[src/verilog/irq_ctrl_pkg.sv]
//------------------------------------------------------------------------------
// Purpose : Constants for the vectored interrupt controller
// Assumes : 32-bit register port, byte addresses on the address, one word every 4
// Notes   : Channel map and register offsets live here only
//------------------------------------------------------------------------------
package irq_ctrl_pkg;

   // -------------------------------------------------------------------------
   // Sizes
   // -------------------------------------------------------------------------
   localparam int unsigned NUM_CHAN  = 19;
   localparam int unsigned NUM_SLOTS = 16;
   localparam int unsigned SLOT_W    = 4;
   localparam int unsigned CHAN_W    = 5;
   localparam int unsigned ADDR_W    = 8;
   localparam int unsigned DATA_W    = 32;

   // -------------------------------------------------------------------------
   // Channel numbers
   // -------------------------------------------------------------------------
   localparam int unsigned CH_WATCHDOG = 0;
   localparam int unsigned CH_SOFT     = 1;
   localparam int unsigned CH_DBG_RX   = 2;
   localparam int unsigned CH_DBG_TX   = 3;
   localparam int unsigned CH_TIMER0   = 4;
   localparam int unsigned CH_TIMER1   = 5;
   localparam int unsigned CH_UART0    = 6;
   localparam int unsigned CH_UART1    = 7;
   localparam int unsigned CH_PWM      = 8;
   localparam int unsigned CH_TWI      = 9;
   localparam int unsigned CH_SPI0     = 10;
   localparam int unsigned CH_SPI1     = 11;
   localparam int unsigned CH_PLL      = 12;
   localparam int unsigned CH_RTC      = 13;
   localparam int unsigned CH_EXT0     = 14;
   localparam int unsigned CH_ADC      = 18;

   // -------------------------------------------------------------------------
   // Register byte addresses
   // -------------------------------------------------------------------------
   localparam logic [ADDR_W-1:0] REG_IRQ_STATUS  = 8'h00;
   localparam logic [ADDR_W-1:0] REG_FAST_STATUS = 8'h04;
   localparam logic [ADDR_W-1:0] REG_RAW_STATUS  = 8'h08;
   localparam logic [ADDR_W-1:0] REG_FAST_SELECT = 8'h0c;
   localparam logic [ADDR_W-1:0] REG_ENABLE      = 8'h10;
   localparam logic [ADDR_W-1:0] REG_ENABLE_CLR  = 8'h14;
   localparam logic [ADDR_W-1:0] REG_SOFT_SET    = 8'h18;
   localparam logic [ADDR_W-1:0] REG_SOFT_CLR    = 8'h1c;
   localparam logic [ADDR_W-1:0] REG_VECT_ADDR   = 8'h30;
   localparam logic [ADDR_W-1:0] REG_DEF_ADDR    = 8'h34;
   localparam logic [ADDR_W-1:0] REG_SLOT_ADDR0  = 8'h40;
   localparam logic [ADDR_W-1:0] REG_SLOT_CTRL0  = 8'h80;

   // -------------------------------------------------------------------------
   // Slot control fields and reset values
   // -------------------------------------------------------------------------
   localparam int unsigned SLOT_EN_BIT = 5;
   localparam logic [DATA_W-1:0] RST_WORD = 32'h0000_0000;
   localparam logic [NUM_CHAN-1:0] RST_MASK = 19'h00000;

endpackage

[src/verilog/vectored_irq_unit.sv]
//------------------------------------------------------------------------------
// Purpose : Vectored interrupt controller, 19 channels, 16 vectored slots
// Assumes : Request inputs are level, active high, on the clk domain
// Notes   : Register port is plain strobes with read data one cycle later
//------------------------------------------------------------------------------
//------------------------------------------------------------------------------
`timescale 1ns/100ps

module vectored_irq_unit
   import irq_ctrl_pkg::*;
(
   input  wire logic                clk,
   input  wire logic                reset_n,
   // Register port
   input  wire logic [ADDR_W-1:0]   reg_addr,
   input  wire logic [DATA_W-1:0]   reg_wdata,
   input  wire logic                reg_write,
   input  wire logic                reg_read,
   output logic [DATA_W-1:0]        reg_rdata,
   // Peripheral flags
   input  wire logic                watchdog_request,
   input  wire logic                debug_comm_receive,
   input  wire logic                debug_comm_transmit,
   input  wire logic [3:0]          timer0_match,
   input  wire logic [3:0]          timer1_match,
   input  wire logic [3:0]          uart0_causes,
   input  wire logic [3:0]          uart1_causes,
   input  wire logic                modem_status_change,
   input  wire logic [6:0]          pwm_match,
   input  wire logic                twi_state_change,
   input  wire logic [1:0]          spi0_causes,
   input  wire logic [1:0]          spi1_causes,
   input  wire logic                pll_locked,
   input  wire logic                rtc_increment_flag,
   input  wire logic                rtc_alarm_flag,
   input  wire logic [3:0]          external_irq,
   input  wire logic                adc_done,
   // Processor side
   output logic                     fast_irq_output,
   output logic                     normal_irq_output
);

   // -------------------------------------------------------------------------
   // Registers
   // -------------------------------------------------------------------------
   logic [NUM_CHAN-1:0]  fast_sel_ff;
   logic [NUM_CHAN-1:0]  enable_ff;
   logic [NUM_CHAN-1:0]  soft_ff;
   logic [DATA_W-1:0]    def_addr_ff;
   logic [DATA_W-1:0]    slot_addr_ff [NUM_SLOTS];
   logic [CHAN_W-1:0]    slot_chan_ff [NUM_SLOTS];
   logic [NUM_SLOTS-1:0] slot_en_ff;
   logic [NUM_CHAN-1:0]  raw;
   logic [NUM_CHAN-1:0]  active;
   logic [NUM_CHAN-1:0]  fast_act;
   logic [NUM_CHAN-1:0]  norm_act;
   logic [NUM_SLOTS-1:0] slot_hit;
   logic [DATA_W-1:0]    nxt_vect;
   logic [DATA_W-1:0]    nxt_rdata;

   // -------------------------------------------------------------------------
   // Source merging
   // -------------------------------------------------------------------------
   // Each peripheral's flags are ORed into one line per channel, except the four external inputs, which take channels 14 to 17 one each
   always_comb
   begin
      raw                = '0;
      raw[CH_WATCHDOG]   = watchdog_request;
      raw[CH_SOFT]       = 1'b0;
      raw[CH_DBG_RX]     = debug_comm_receive;
      raw[CH_DBG_TX]     = debug_comm_transmit;
      raw[CH_TIMER0]     = |timer0_match;
      raw[CH_TIMER1]     = |timer1_match;
      raw[CH_UART0]      = |uart0_causes;
      raw[CH_UART1]      = (|uart1_causes) | modem_status_change;
      raw[CH_PWM]        = |pwm_match;
      raw[CH_TWI]        = twi_state_change;
      raw[CH_SPI0]       = |spi0_causes;
      raw[CH_SPI1]       = |spi1_causes;
      raw[CH_PLL]        = pll_locked;
      raw[CH_RTC]        = rtc_increment_flag | rtc_alarm_flag;
      raw[CH_EXT0 +: 4]  = external_irq;
      raw[CH_ADC]        = adc_done;
   end

   // Software raised requests join the level inputs, then enable gates them
   assign active   = (raw | soft_ff) & enable_ff;
   assign fast_act = active & fast_sel_ff;
   assign norm_act = active & ~fast_sel_ff;

   // -------------------------------------------------------------------------
   // Slot matching
   // -------------------------------------------------------------------------
   // Each enabled slot watches its chosen channel among normal requests
   generate
      for (genvar s = 0; s < NUM_SLOTS; s++)
      begin : g_slot
         assign slot_hit[s] = slot_en_ff[s] && (slot_chan_ff[s] < CHAN_W'(NUM_CHAN))
                              && norm_act[slot_chan_ff[s]];
      end
   endgenerate

   // Lowest numbered hit wins; otherwise the shared default address
   always_comb
   begin
      nxt_vect = def_addr_ff;
      for (int s = NUM_SLOTS - 1; s >= 0; s--)
      begin
         if (slot_hit[s])
         begin
            nxt_vect = slot_addr_ff[s];
         end
      end
   end

   // -------------------------------------------------------------------------
   // Processor outputs
   // -------------------------------------------------------------------------
   // Registered so outputs follow the inputs one clock later
   always_ff @(posedge clk or negedge reset_n)
   begin
      if (!reset_n)
      begin
         fast_irq_output   <= 1'b0;
         normal_irq_output <= 1'b0;
      end
      else
      begin
         fast_irq_output   <= |fast_act;
         normal_irq_output <= |norm_act;
      end
   end

   // -------------------------------------------------------------------------
   // Register writes
   // -------------------------------------------------------------------------
   // Class, enable and software request words
   always_ff @(posedge clk or negedge reset_n)
   begin
      if (!reset_n)
      begin
         fast_sel_ff <= RST_MASK;
         enable_ff   <= RST_MASK;
         soft_ff     <= RST_MASK;
         def_addr_ff <= RST_WORD;
      end
      else if (reg_write)
      begin
         case (reg_addr)
            REG_FAST_SELECT: fast_sel_ff <= reg_wdata[NUM_CHAN-1:0];
            REG_ENABLE:      enable_ff   <= enable_ff | reg_wdata[NUM_CHAN-1:0];
            REG_ENABLE_CLR:  enable_ff   <= enable_ff & ~reg_wdata[NUM_CHAN-1:0];
            REG_SOFT_SET:    soft_ff     <= soft_ff | reg_wdata[NUM_CHAN-1:0];
            REG_SOFT_CLR:    soft_ff     <= soft_ff & ~reg_wdata[NUM_CHAN-1:0];
            REG_DEF_ADDR:    def_addr_ff <= reg_wdata;
            default:         ;
         endcase
      end
   end

   // Per-slot address and control words
   always_ff @(posedge clk or negedge reset_n)
   begin
      if (!reset_n)
      begin
         slot_en_ff <= '0;
         for (int s = 0; s < NUM_SLOTS; s++)
         begin
            slot_addr_ff[s] <= RST_WORD;
            slot_chan_ff[s] <= '0;
         end
      end
      else if (reg_write)
      begin
         for (int s = 0; s < NUM_SLOTS; s++)
         begin
            if (reg_addr == REG_SLOT_ADDR0 + ADDR_W'(4 * s))
            begin
               slot_addr_ff[s] <= reg_wdata;
            end
            if (reg_addr == REG_SLOT_CTRL0 + ADDR_W'(4 * s))
            begin
               slot_chan_ff[s] <= reg_wdata[CHAN_W-1:0];
               slot_en_ff[s]   <= reg_wdata[SLOT_EN_BIT];
            end
         end
      end
   end

   // -------------------------------------------------------------------------
   // Register reads
   // -------------------------------------------------------------------------
   // Read mux; unmapped addresses return zero
   always_comb
   begin
      nxt_rdata = '0;
      case (reg_addr)
         REG_IRQ_STATUS:  nxt_rdata = DATA_W'(norm_act);
         REG_FAST_STATUS: nxt_rdata = DATA_W'(fast_act);
         REG_RAW_STATUS:  nxt_rdata = DATA_W'(raw | soft_ff);
         REG_FAST_SELECT: nxt_rdata = DATA_W'(fast_sel_ff);
         REG_ENABLE:      nxt_rdata = DATA_W'(enable_ff);
         REG_SOFT_SET:    nxt_rdata = DATA_W'(soft_ff);
         REG_VECT_ADDR:   nxt_rdata = nxt_vect;
         REG_DEF_ADDR:    nxt_rdata = def_addr_ff;
         default:
         begin
            for (int s = 0; s < NUM_SLOTS; s++)
            begin
               if (reg_addr == REG_SLOT_ADDR0 + ADDR_W'(4 * s))
               begin
                  nxt_rdata = slot_addr_ff[s];
               end
               if (reg_addr == REG_SLOT_CTRL0 + ADDR_W'(4 * s))
               begin
                  nxt_rdata = DATA_W'({slot_en_ff[s], slot_chan_ff[s]});
               end
            end
         end
      endcase
   end

   // Read data stands only in the cycle after the strobe
   always_ff @(posedge clk or negedge reset_n)
   begin
      if (!reset_n)
      begin
         reg_rdata <= RST_WORD;
      end
      else if (reg_read)
      begin
         reg_rdata <= nxt_rdata;
      end
      else
      begin
         reg_rdata <= RST_WORD;
      end
   end

   // -------------------------------------------------------------------------
   // Checks
   // -------------------------------------------------------------------------
   property p_fast_merge;
      @(posedge clk) disable iff (!reset_n)
      (|((raw | soft_ff) & enable_ff & fast_sel_ff)) |=> fast_irq_output;
   endproperty
   a_fast_merge: assert property (p_fast_merge) else $error("fast output missed");

   property p_fast_clear;
      @(posedge clk) disable iff (!reset_n)
      (fast_act == '0) |=> !fast_irq_output;
   endproperty
   a_fast_clear: assert property (p_fast_clear) else $error("fast output stuck");

   property p_normal_out;
      @(posedge clk) disable iff (!reset_n)
      1'b1 |=> (normal_irq_output == (|$past(norm_act)));
   endproperty
   a_normal_out: assert property (p_normal_out) else $error("normal output wrong");

   property p_fast_excl;
      @(posedge clk) disable iff (!reset_n)
      (fast_act != '0 && norm_act == '0) |=> (fast_irq_output && !normal_irq_output);
   endproperty
   a_fast_excl: assert property (p_fast_excl) else $error("fast class leaked");

   property p_vect_slot0;
      @(posedge clk) disable iff (!reset_n)
      (reg_read && reg_addr == REG_VECT_ADDR && slot_hit[0]) |=> (reg_rdata == $past(slot_addr_ff[0]));
   endproperty
   a_vect_slot0: assert property (p_vect_slot0) else $error("slot 0 not first");

   property p_vect_def;
      @(posedge clk) disable iff (!reset_n)
      (reg_read && reg_addr == REG_VECT_ADDR && slot_hit == '0) |=> (reg_rdata == $past(def_addr_ff));
   endproperty
   a_vect_def: assert property (p_vect_def) else $error("default address wrong");

   property p_fast_status;
      @(posedge clk) disable iff (!reset_n)
      (reg_read && reg_addr == REG_FAST_STATUS) |=> (reg_rdata[NUM_CHAN-1:0] == $past(fast_act));
   endproperty
   a_fast_status: assert property (p_fast_status) else $error("fast status wrong");

   property p_irq_status;
      @(posedge clk) disable iff (!reset_n)
      (reg_read && reg_addr == REG_IRQ_STATUS) |=> (reg_rdata[NUM_CHAN-1:0] == $past(norm_act));
   endproperty
   a_irq_status: assert property (p_irq_status) else $error("normal status wrong");

   property p_uart1_msc;
      @(posedge clk) disable iff (!reset_n)
      (modem_status_change && enable_ff[CH_UART1] && !fast_sel_ff[CH_UART1]) |=> normal_irq_output;
   endproperty
   a_uart1_msc: assert property (p_uart1_msc) else $error("modem cause lost");

   // Software and single-line sources reach their class output one clock later
   property p_soft_only;
      @(posedge clk) disable iff (!reset_n)
      (soft_ff[CH_SOFT] && enable_ff[CH_SOFT] && !fast_sel_ff[CH_SOFT]) |=> normal_irq_output;
   endproperty
   a_soft_only: assert property (p_soft_only) else $error("software request lost");

   property p_wdog_fast;
      @(posedge clk) disable iff (!reset_n)
      (watchdog_request && enable_ff[CH_WATCHDOG] && fast_sel_ff[CH_WATCHDOG]) |=> fast_irq_output;
   endproperty
   a_wdog_fast: assert property (p_wdog_fast) else $error("watchdog fast request lost");

   property p_dbg_tx;
      @(posedge clk) disable iff (!reset_n)
      (debug_comm_transmit && enable_ff[CH_DBG_TX] && !fast_sel_ff[CH_DBG_TX]) |=> normal_irq_output;
   endproperty
   a_dbg_tx: assert property (p_dbg_tx) else $error("debug transmit request lost");

   property p_adc_map;
      @(posedge clk) disable iff (!reset_n)
      (adc_done && enable_ff[CH_ADC] && !fast_sel_ff[CH_ADC]) |=> normal_irq_output;
   endproperty
   a_adc_map: assert property (p_adc_map) else $error("converter request lost");

   // Merged multi-cause sources and external input 3 reach the normal output
   property p_timer_merge;
      @(posedge clk) disable iff (!reset_n)
      ((|timer1_match) && enable_ff[CH_TIMER1] && !fast_sel_ff[CH_TIMER1]) |=> normal_irq_output;
   endproperty
   a_timer_merge: assert property (p_timer_merge) else $error("timer match lost");

   property p_pwm_merge;
      @(posedge clk) disable iff (!reset_n)
      ((|pwm_match) && enable_ff[CH_PWM] && !fast_sel_ff[CH_PWM]) |=> normal_irq_output;
   endproperty
   a_pwm_merge: assert property (p_pwm_merge) else $error("modulator match lost");

   property p_rtc_merge;
      @(posedge clk) disable iff (!reset_n)
      ((rtc_increment_flag || rtc_alarm_flag) && enable_ff[CH_RTC] && !fast_sel_ff[CH_RTC]) |=> normal_irq_output;
   endproperty
   a_rtc_merge: assert property (p_rtc_merge) else $error("clock cause lost");

   property p_ext_map;
      @(posedge clk) disable iff (!reset_n)
      (external_irq[3] && enable_ff[CH_EXT0 + 3] && !fast_sel_ff[CH_EXT0 + 3]) |=> normal_irq_output;
   endproperty
   a_ext_map: assert property (p_ext_map) else $error("external input lost");

   property p_quiet;
      @(posedge clk) disable iff (!reset_n)
      (active == '0) |=> (!fast_irq_output && !normal_irq_output);
   endproperty
   a_quiet: assert property (p_quiet) else $error("output high with nothing active");

endmodule // vectored_irq_unit

[config.mk]
export PLATFORM = sky130hd
export DESIGN_NAME = vectored_irq_unit
export DESIGN_NICKNAME = d
export VERILOG_FILES = /design/src/verilog/irq_ctrl_pkg.sv /design/src/verilog/vectored_irq_unit.sv
export SDC_FILE = /design/constraint.sdc
export NUM_CORES = 2
export LEC_CHECK = 0
export ABC_AREA = 1
export BUFFER_PORTS_ARGS = -buffer_cell sky130_fd_sc_hd__buf_4
export CAP_MARGIN = 20
export CORE_ASPECT_RATIO = 0.9
export CORE_UTILIZATION = 25
export CTS_CLUSTER_DIAMETER = 150
export DETAILED_ROUTE_END_ITERATION = 12
export PLACE_DENSITY_LB_ADDON = 0.25
export SLEW_MARGIN = 15
export SYNTH_ARGS = -nofsm -noshare
export SYNTH_HDL_FRONTEND = slang
export SYNTH_SLANG_ARGS = --single-unit
export TNS_END_PERCENT = 30
[constraint.sdc]
create_clock -name clk -period 5.93 [get_ports clk]
set_input_delay 0.8895 -clock clk [delete_from_list [all_inputs] [get_ports clk]]
set_output_delay 0.8895 -clock clk [all_outputs]
set_load 0.1 [all_outputs]
## Word-level counts from Yosys, hierarchy flattened

Cells that the tools add are included.

| cells by class | value |
|---|---|
| order comparisons | 32 |
| equal/unequal tests | 41 |
| muxes and demuxes | 84 |
| bitwise logic cells | 13 |
| reductions and logical operators | 80 |

Operators with widths:

| kind | count |
|---|---|
| 2-to-1 mux 32 bit | 49 |
| case mux 32 bit (8 select lines) | 1 |
| == test 8 x 7 -> 1 bit (second input constant) | 16 |
| == test 8 bit (second input constant) | 16 |
| less-than comparator 5 x 6 -> 1 bit (second input constant) | 16 |
| bitwise AND 19 bit | 5 |
| binary-select mux 1 bit (select 5 bit) | 16 |
| less-than comparator 5 bit (second input constant) | 16 |
| bitwise OR 19 bit | 4 |
| case mux 19 bit (2 select lines) | 2 |
| AND reduction 2 bit | 36 |
| NOT 19 bit | 2 |
| OR reduction 19 bit | 2 |
| == test 8 x 5 -> 1 bit (second input constant) | 4 |
| logical AND 1 bit | 32 |
| == test 8 x 4 -> 1 bit (second input constant) | 2 |
| == test 8 x 6 -> 1 bit (second input constant) | 2 |
| 2-to-1 mux 1 bit | 16 |
| OR reduction 4 bit | 4 |
| == test 8 x 3 -> 1 bit (second input constant) | 1 |
| zero test 8 bit | 1 |
| OR reduction 7 bit | 1 |
| nonzero test 2 bit | 2 |
| OR reduction 2 bit | 2 |
| bitwise OR 1 bit | 2 |

| word-level totals | value |
|---|---|
| flip-flop bits (word level) | 731 |
| input bits | 84 |
| output and inout port bits | 34 |
| word-level logic and storage cells | 305 |

## Depth between registers and ports, before layout

| depth | value |
|---|---|
| depth in word-level cells | 35 |
| gate-level depth with buffers | 36 |
| mapped depth without buffers | 36 |

## Worst setup path before layout

OpenSTA, ideal clock, no wires.

| timing path | value |
|---|---|
| path type | in2reg |
| start | input rtc_alarm_flag |
| end | register reg_rdata[7] |
| setup time | 0.119 ns |
| arrival | 2.952 ns |
| data required time | 5.811 ns |
| setup slack | 2.859 ns |
| stages on the path | 30 |
| path buffers | 3 |
| cell sequence | nor2_1 -> nand2_2 -> nand2_2 -> nor2_4 -> inv_2 -> buf_6 -> nor2_2 -> o221ai_1 -> o21ai_1 -> nand2_1 -> nand2_2 -> nand2_4 -> buf_6 -> buf_6 -> o21ai_1 -> inv_1 -> nand2_1 -> nand2_1 -> nand2_1 -> nand3_1 -> nand3_1 -> nand2_1 -> nand2_1 -> nand2_1 -> nand2_1 -> nand2_1 -> nand2_1 -> nand2_1 -> nand2_1 -> nor2_1 |

| between the ends | value |
|---|---|
| longest elaborated chain between the ends | 25 |
| elaborated cells between the ends (all ways) | 70 |
| classes of those cells | 50 x mux; 4 x bitwise; 16 x reduce/logical |

Ends and longest elaborated chain:

| item | line | RTL |
|---|---|---|
| start: declaration | vectored_irq_unit.sv:35 | `input wire logic rtc_alarm_flag,` |
| bitwise OR 1 bit * | vectored_irq_unit.sv:81 | `raw[CH_RTC] = rtc_increment_flag \| rtc_alarm_flag;` |
| bitwise OR 19 bit * | vectored_irq_unit.sv:87 | `assign active = (raw \| soft_ff) & enable_ff;` |
| bitwise AND 19 bit * | vectored_irq_unit.sv:87 |  |
| bitwise AND 19 bit * | vectored_irq_unit.sv:89 | `assign norm_act = active & ~fast_sel_ff;` |
| binary-select mux 1 bit (select 5 bit) | vectored_irq_unit.sv:99 | `&& norm_act[slot_chan_ff[s]];` |
| 2-to-1 mux 1 bit (not written as such) | vectored_irq_unit.sv:99 |  |
| logical AND 1 bit | vectored_irq_unit.sv:99 |  |
| 2-to-1 mux 32 bit (15 in series) | vectored_irq_unit.sv:109 | `if (slot_hit[s])` |
| 2-to-1 mux 32 bit * | vectored_irq_unit.sv:109 |  |
| case mux 32 bit (8 select lines) * | vectored_irq_unit.sv:197 | `case (reg_addr)` |
| 2-to-1 mux 32 bit * | vectored_irq_unit.sv:230 | `else if (reg_read)` |
| end signal: assignment | vectored_irq_unit.sv:232 | `reg_rdata <= nxt_rdata;` |
| end: declaration | vectored_irq_unit.sv:19 | `output logic [DATA_W-1:0] reg_rdata,` |

Mark *: on every way between the ends. The rest lies on a longest branch, timed or not. The select of a mux whose other input is x is not followed.
A chain may end at the register's enable or synchronous reset.

==> results.md <==
* Worst-Skew Late Latency at 0.71 ns
* Post-synth top area share at 40.6%
* Vias in the first global route at 42300
* FF+latch count, synth at 731
* Gr usage total at 21.0%
* Vertical die dimension at 405 um
* Clock Sinks at 731
* Final ANT Viol Nets at 0
* Sequential element share of the synthesized area at 40.6%
* Share of cells above drive strength 1 at 11.0%
* Cell Count, Final, Fillers Out at 9057
* Pwr dens at 251 mW/mm2
* Placed Instances at 8903
* Fin crit share at 73.5%
* Mapped Area at 0.0450 mm2
* Crit path buf inv count at 3
* Leading area contributor after synthesis: dfrtp_1
* Largest net degree at the start of global routing at 147
* Number of DRC markers in iteration 0 at 5203
* Die ar. at 0.182 mm2
* Clk slew on worst S/H paths at 0.07 ns
* Num CTS Buffers at 82
* Multi-input logic area at 0.0221 mm2
* Total routed wirelength at 194 mm
* R2R setup slack at 1.57 ns
* DR pass1 iterations at 6
* CTS root buf: clkbuf_16
* Setup crit end kind: register
* DR vias/cell at 4.92
* Main flop type after synthesis: dfrtp_1
* Final Skew at 0.0295 ns
* Drt drc at 0
* Syn_nets at 6759
* Hold-fix buffers, CTS at 0
* Starting density of the core at 25.2%
* Unrepaired setup endpoints after global routing: false
* Max VDD drop at 0.209 mV
* Setup TNS at 0 ns
* Syn avg cell area at 6.74 um2
* Warnings, synthesis at 0
* HPWL after detailed placement at 134 mm
* LEAKAGE at 24.0 nW
* Total Nets Final at 6691
* Hold Vio Cnt, Final at 0
* Post-layout min period at 4.36 ns
* Fillers at 19700
* Final GP Congestion at 0.939
* CP Data Arrival Time at 4.95 ns
* Top delay family on crit path: simple AND/OR/NAND/NOR gates
* Ys async rst share at 100%
* Startpoint types: register
* # rows at 147
* Boundary Pins at 118
* CTS tree: yes
* Pin slew with the least headroom to its limit at 1.15 ns
* Worst Path Required at 6.52 ns
* First-pass GRT wire length at 285 mm
* Routed wire per std cell at 21.4 um
* Die width at 449 um
* Core Area at 0.179 mm2
* Clock Path Buffers at 3
* Status: complete, no violations
* EDFF count, synth at 0
* Reg area at 0.0183 mm2
* CP Max Fanout at 26
* Synth Instances at 6675
* Critical path's slowest cell: nand2_1
* Distinct cell type count after synthesis at 57
* DP Worst Slack at 0.911 ns
* Synth-to-Final Area Change at 14.0%
* Initial antenna violation count at 6
* Slowest stage delay, CP at 0.63 ns
* Via count at 44600
* Crit-path cells: inv_2 > nand2_1 > nor2_1 > nand2_1 > nand3_2 > nor2_1 > o221a_2 > a21oi_1 > o21ai_1 > nand2_1 > clkinv_1 > buf_4 > nand2_1 > nand3_1 > nand2_1 > nand2_1 > nand2_1 > nand2_1 > nand2_1 > nand2_1 > nand2_1 > nand2_1 > nor2_1
* Port-buffer cells at 117
* Max Slew Vio Count at 0
* Setup ws final at 1.57 ns
* Most frequent cell after synthesis: nand2_1
* Achievable Freq at 0.230 GHz
* Critical path class: reg2reg
* Postcts setup bufs at 0
* Grt total ovfl at 0
* Most frequent cells after synthesis: 2501 x nand2_1, 992 x o21ai_0, 731 x dfrtp_1
* Final setup vio count at 0
* Total of cells resized after clock tree synthesis at 0
* H-tree levels at 3
* Hold Path Class: in2async
* Relative slew margins at 23.3%
* Cell mode on critical path: nand2_1
* Top post-synthesis cells by area: dfrtp_1 41%, nand2_1 21%, o21ai_0 11%
* Max Cap Viol at 0
## per-layer routing
metal	up-vias	share of wire [%]	GRT usage [%]
met5	-	0	0
met2	1741	45	33.6
li1	21100	-	-
met1	21400	44	28.6
met3	318	6.9	3.23
met4	0	3.4	7.08
## per-stage QoR
| step | power (W) | utilization (%) | hold WS (ns) | instance area (um2) |
|---|---|---|---|---|
| finish | 0.0129 | 28.7 | 0.171 | 51300 |
| global route | 0.0133 | 28.7 | 0.209 | 51300 |
| CTS | 0.0130 | 28.7 | 0.186 | 51200 |
| detailed placement | 0.00708 | 27.0 | 0.472 | 48200 |
| global placement | 0.00707 | 27.0 | 0.466 | 48200 |
| floorplan | 0.00635 | - | 0.453 | 45000 |
## where the power goes
group          internal (W)  switching [W]  total (W)
Combinational      0.000425        0.00112    0.00154
Sequential          0.00522       0.000228    0.00545
Clock               0.00350        0.00237    0.00586
## area by class of cell
class	count	area share [%]
repair buffers	253	4.15
inverters	742	5.44
clock inverters	39	1.28
clock buffers	108	4.58
multi-input cells	4797	43.1
diodes	3	0.0146
well taps	2384	5.81
flip-flops and latches	731	35.6
## cell usage in the layout, fill, tap and decap left out, types with 8 or more instances in the layout
cell,n
buf_4,234
nor2_2,16
o21bai_1,21
o211ai_1,29
nand3_2,12
a21oi_1,119
a221oi_1,17
nand4_1,45
clkbuf_16,84
or2_2,175
nor3_1,19
a32o_1,8
clkbuf_8,16
clkinv_2,11
a21oi_2,13
o211ai_2,10
nand2_1,2482
o22ai_1,12
nand2_2,38
o21ai_1,106
dfrtp_1,731
a2111oi_1,10
o221ai_1,31
inv_1,695
buf_12,18
o21ai_0,992
nor2_1,186
nand3_1,373
clkbuf_1,8
clkinv_1,8
inv_2,37
bufinv_16,16
o2111ai_1,12
## flip-flops by register name, indices dropped and copies added (netlist names), named ones only
signal and count:
normal_irq_output 1, slot_en_ff 16, slot_addr_ff 512, fast_irq_output 1, fast_sel_ff 19, reg_rdata 32
slot_chan_ff 80, def_addr_ff 32
## kinds of logic (layout without fill, tap and decap cells)
logic type	count (synthesis)	in the layout	share of synthesized area, %
buffers and inverters	1147	1142	10.5
AO/OA/AOI/OAI	1399	1399	17.0
flip-flops	731	731	40.6
AND/OR/NAND/NOR	3397	3397	31.8
other	0	3	0
multiplexers	1	1	0.0222
## path summary, 6_finish.rpt
kind / start / end / cells past startpoint
min: reset_n / slot_chan_ff[72] / 1
min reg2reg: slot_addr_ff[232] / slot_addr_ff[232] / 2
max in group asynchronous: reset_n / slot_addr_ff[154] / 2
max: register / reg_rdata[18] / 23
max reg2reg: register / reg_rdata[18] / 23
min in group clk: slot_addr_ff[232] / slot_addr_ff[232] / 2
Note: power is estimated with default switching activity, not from simulation.
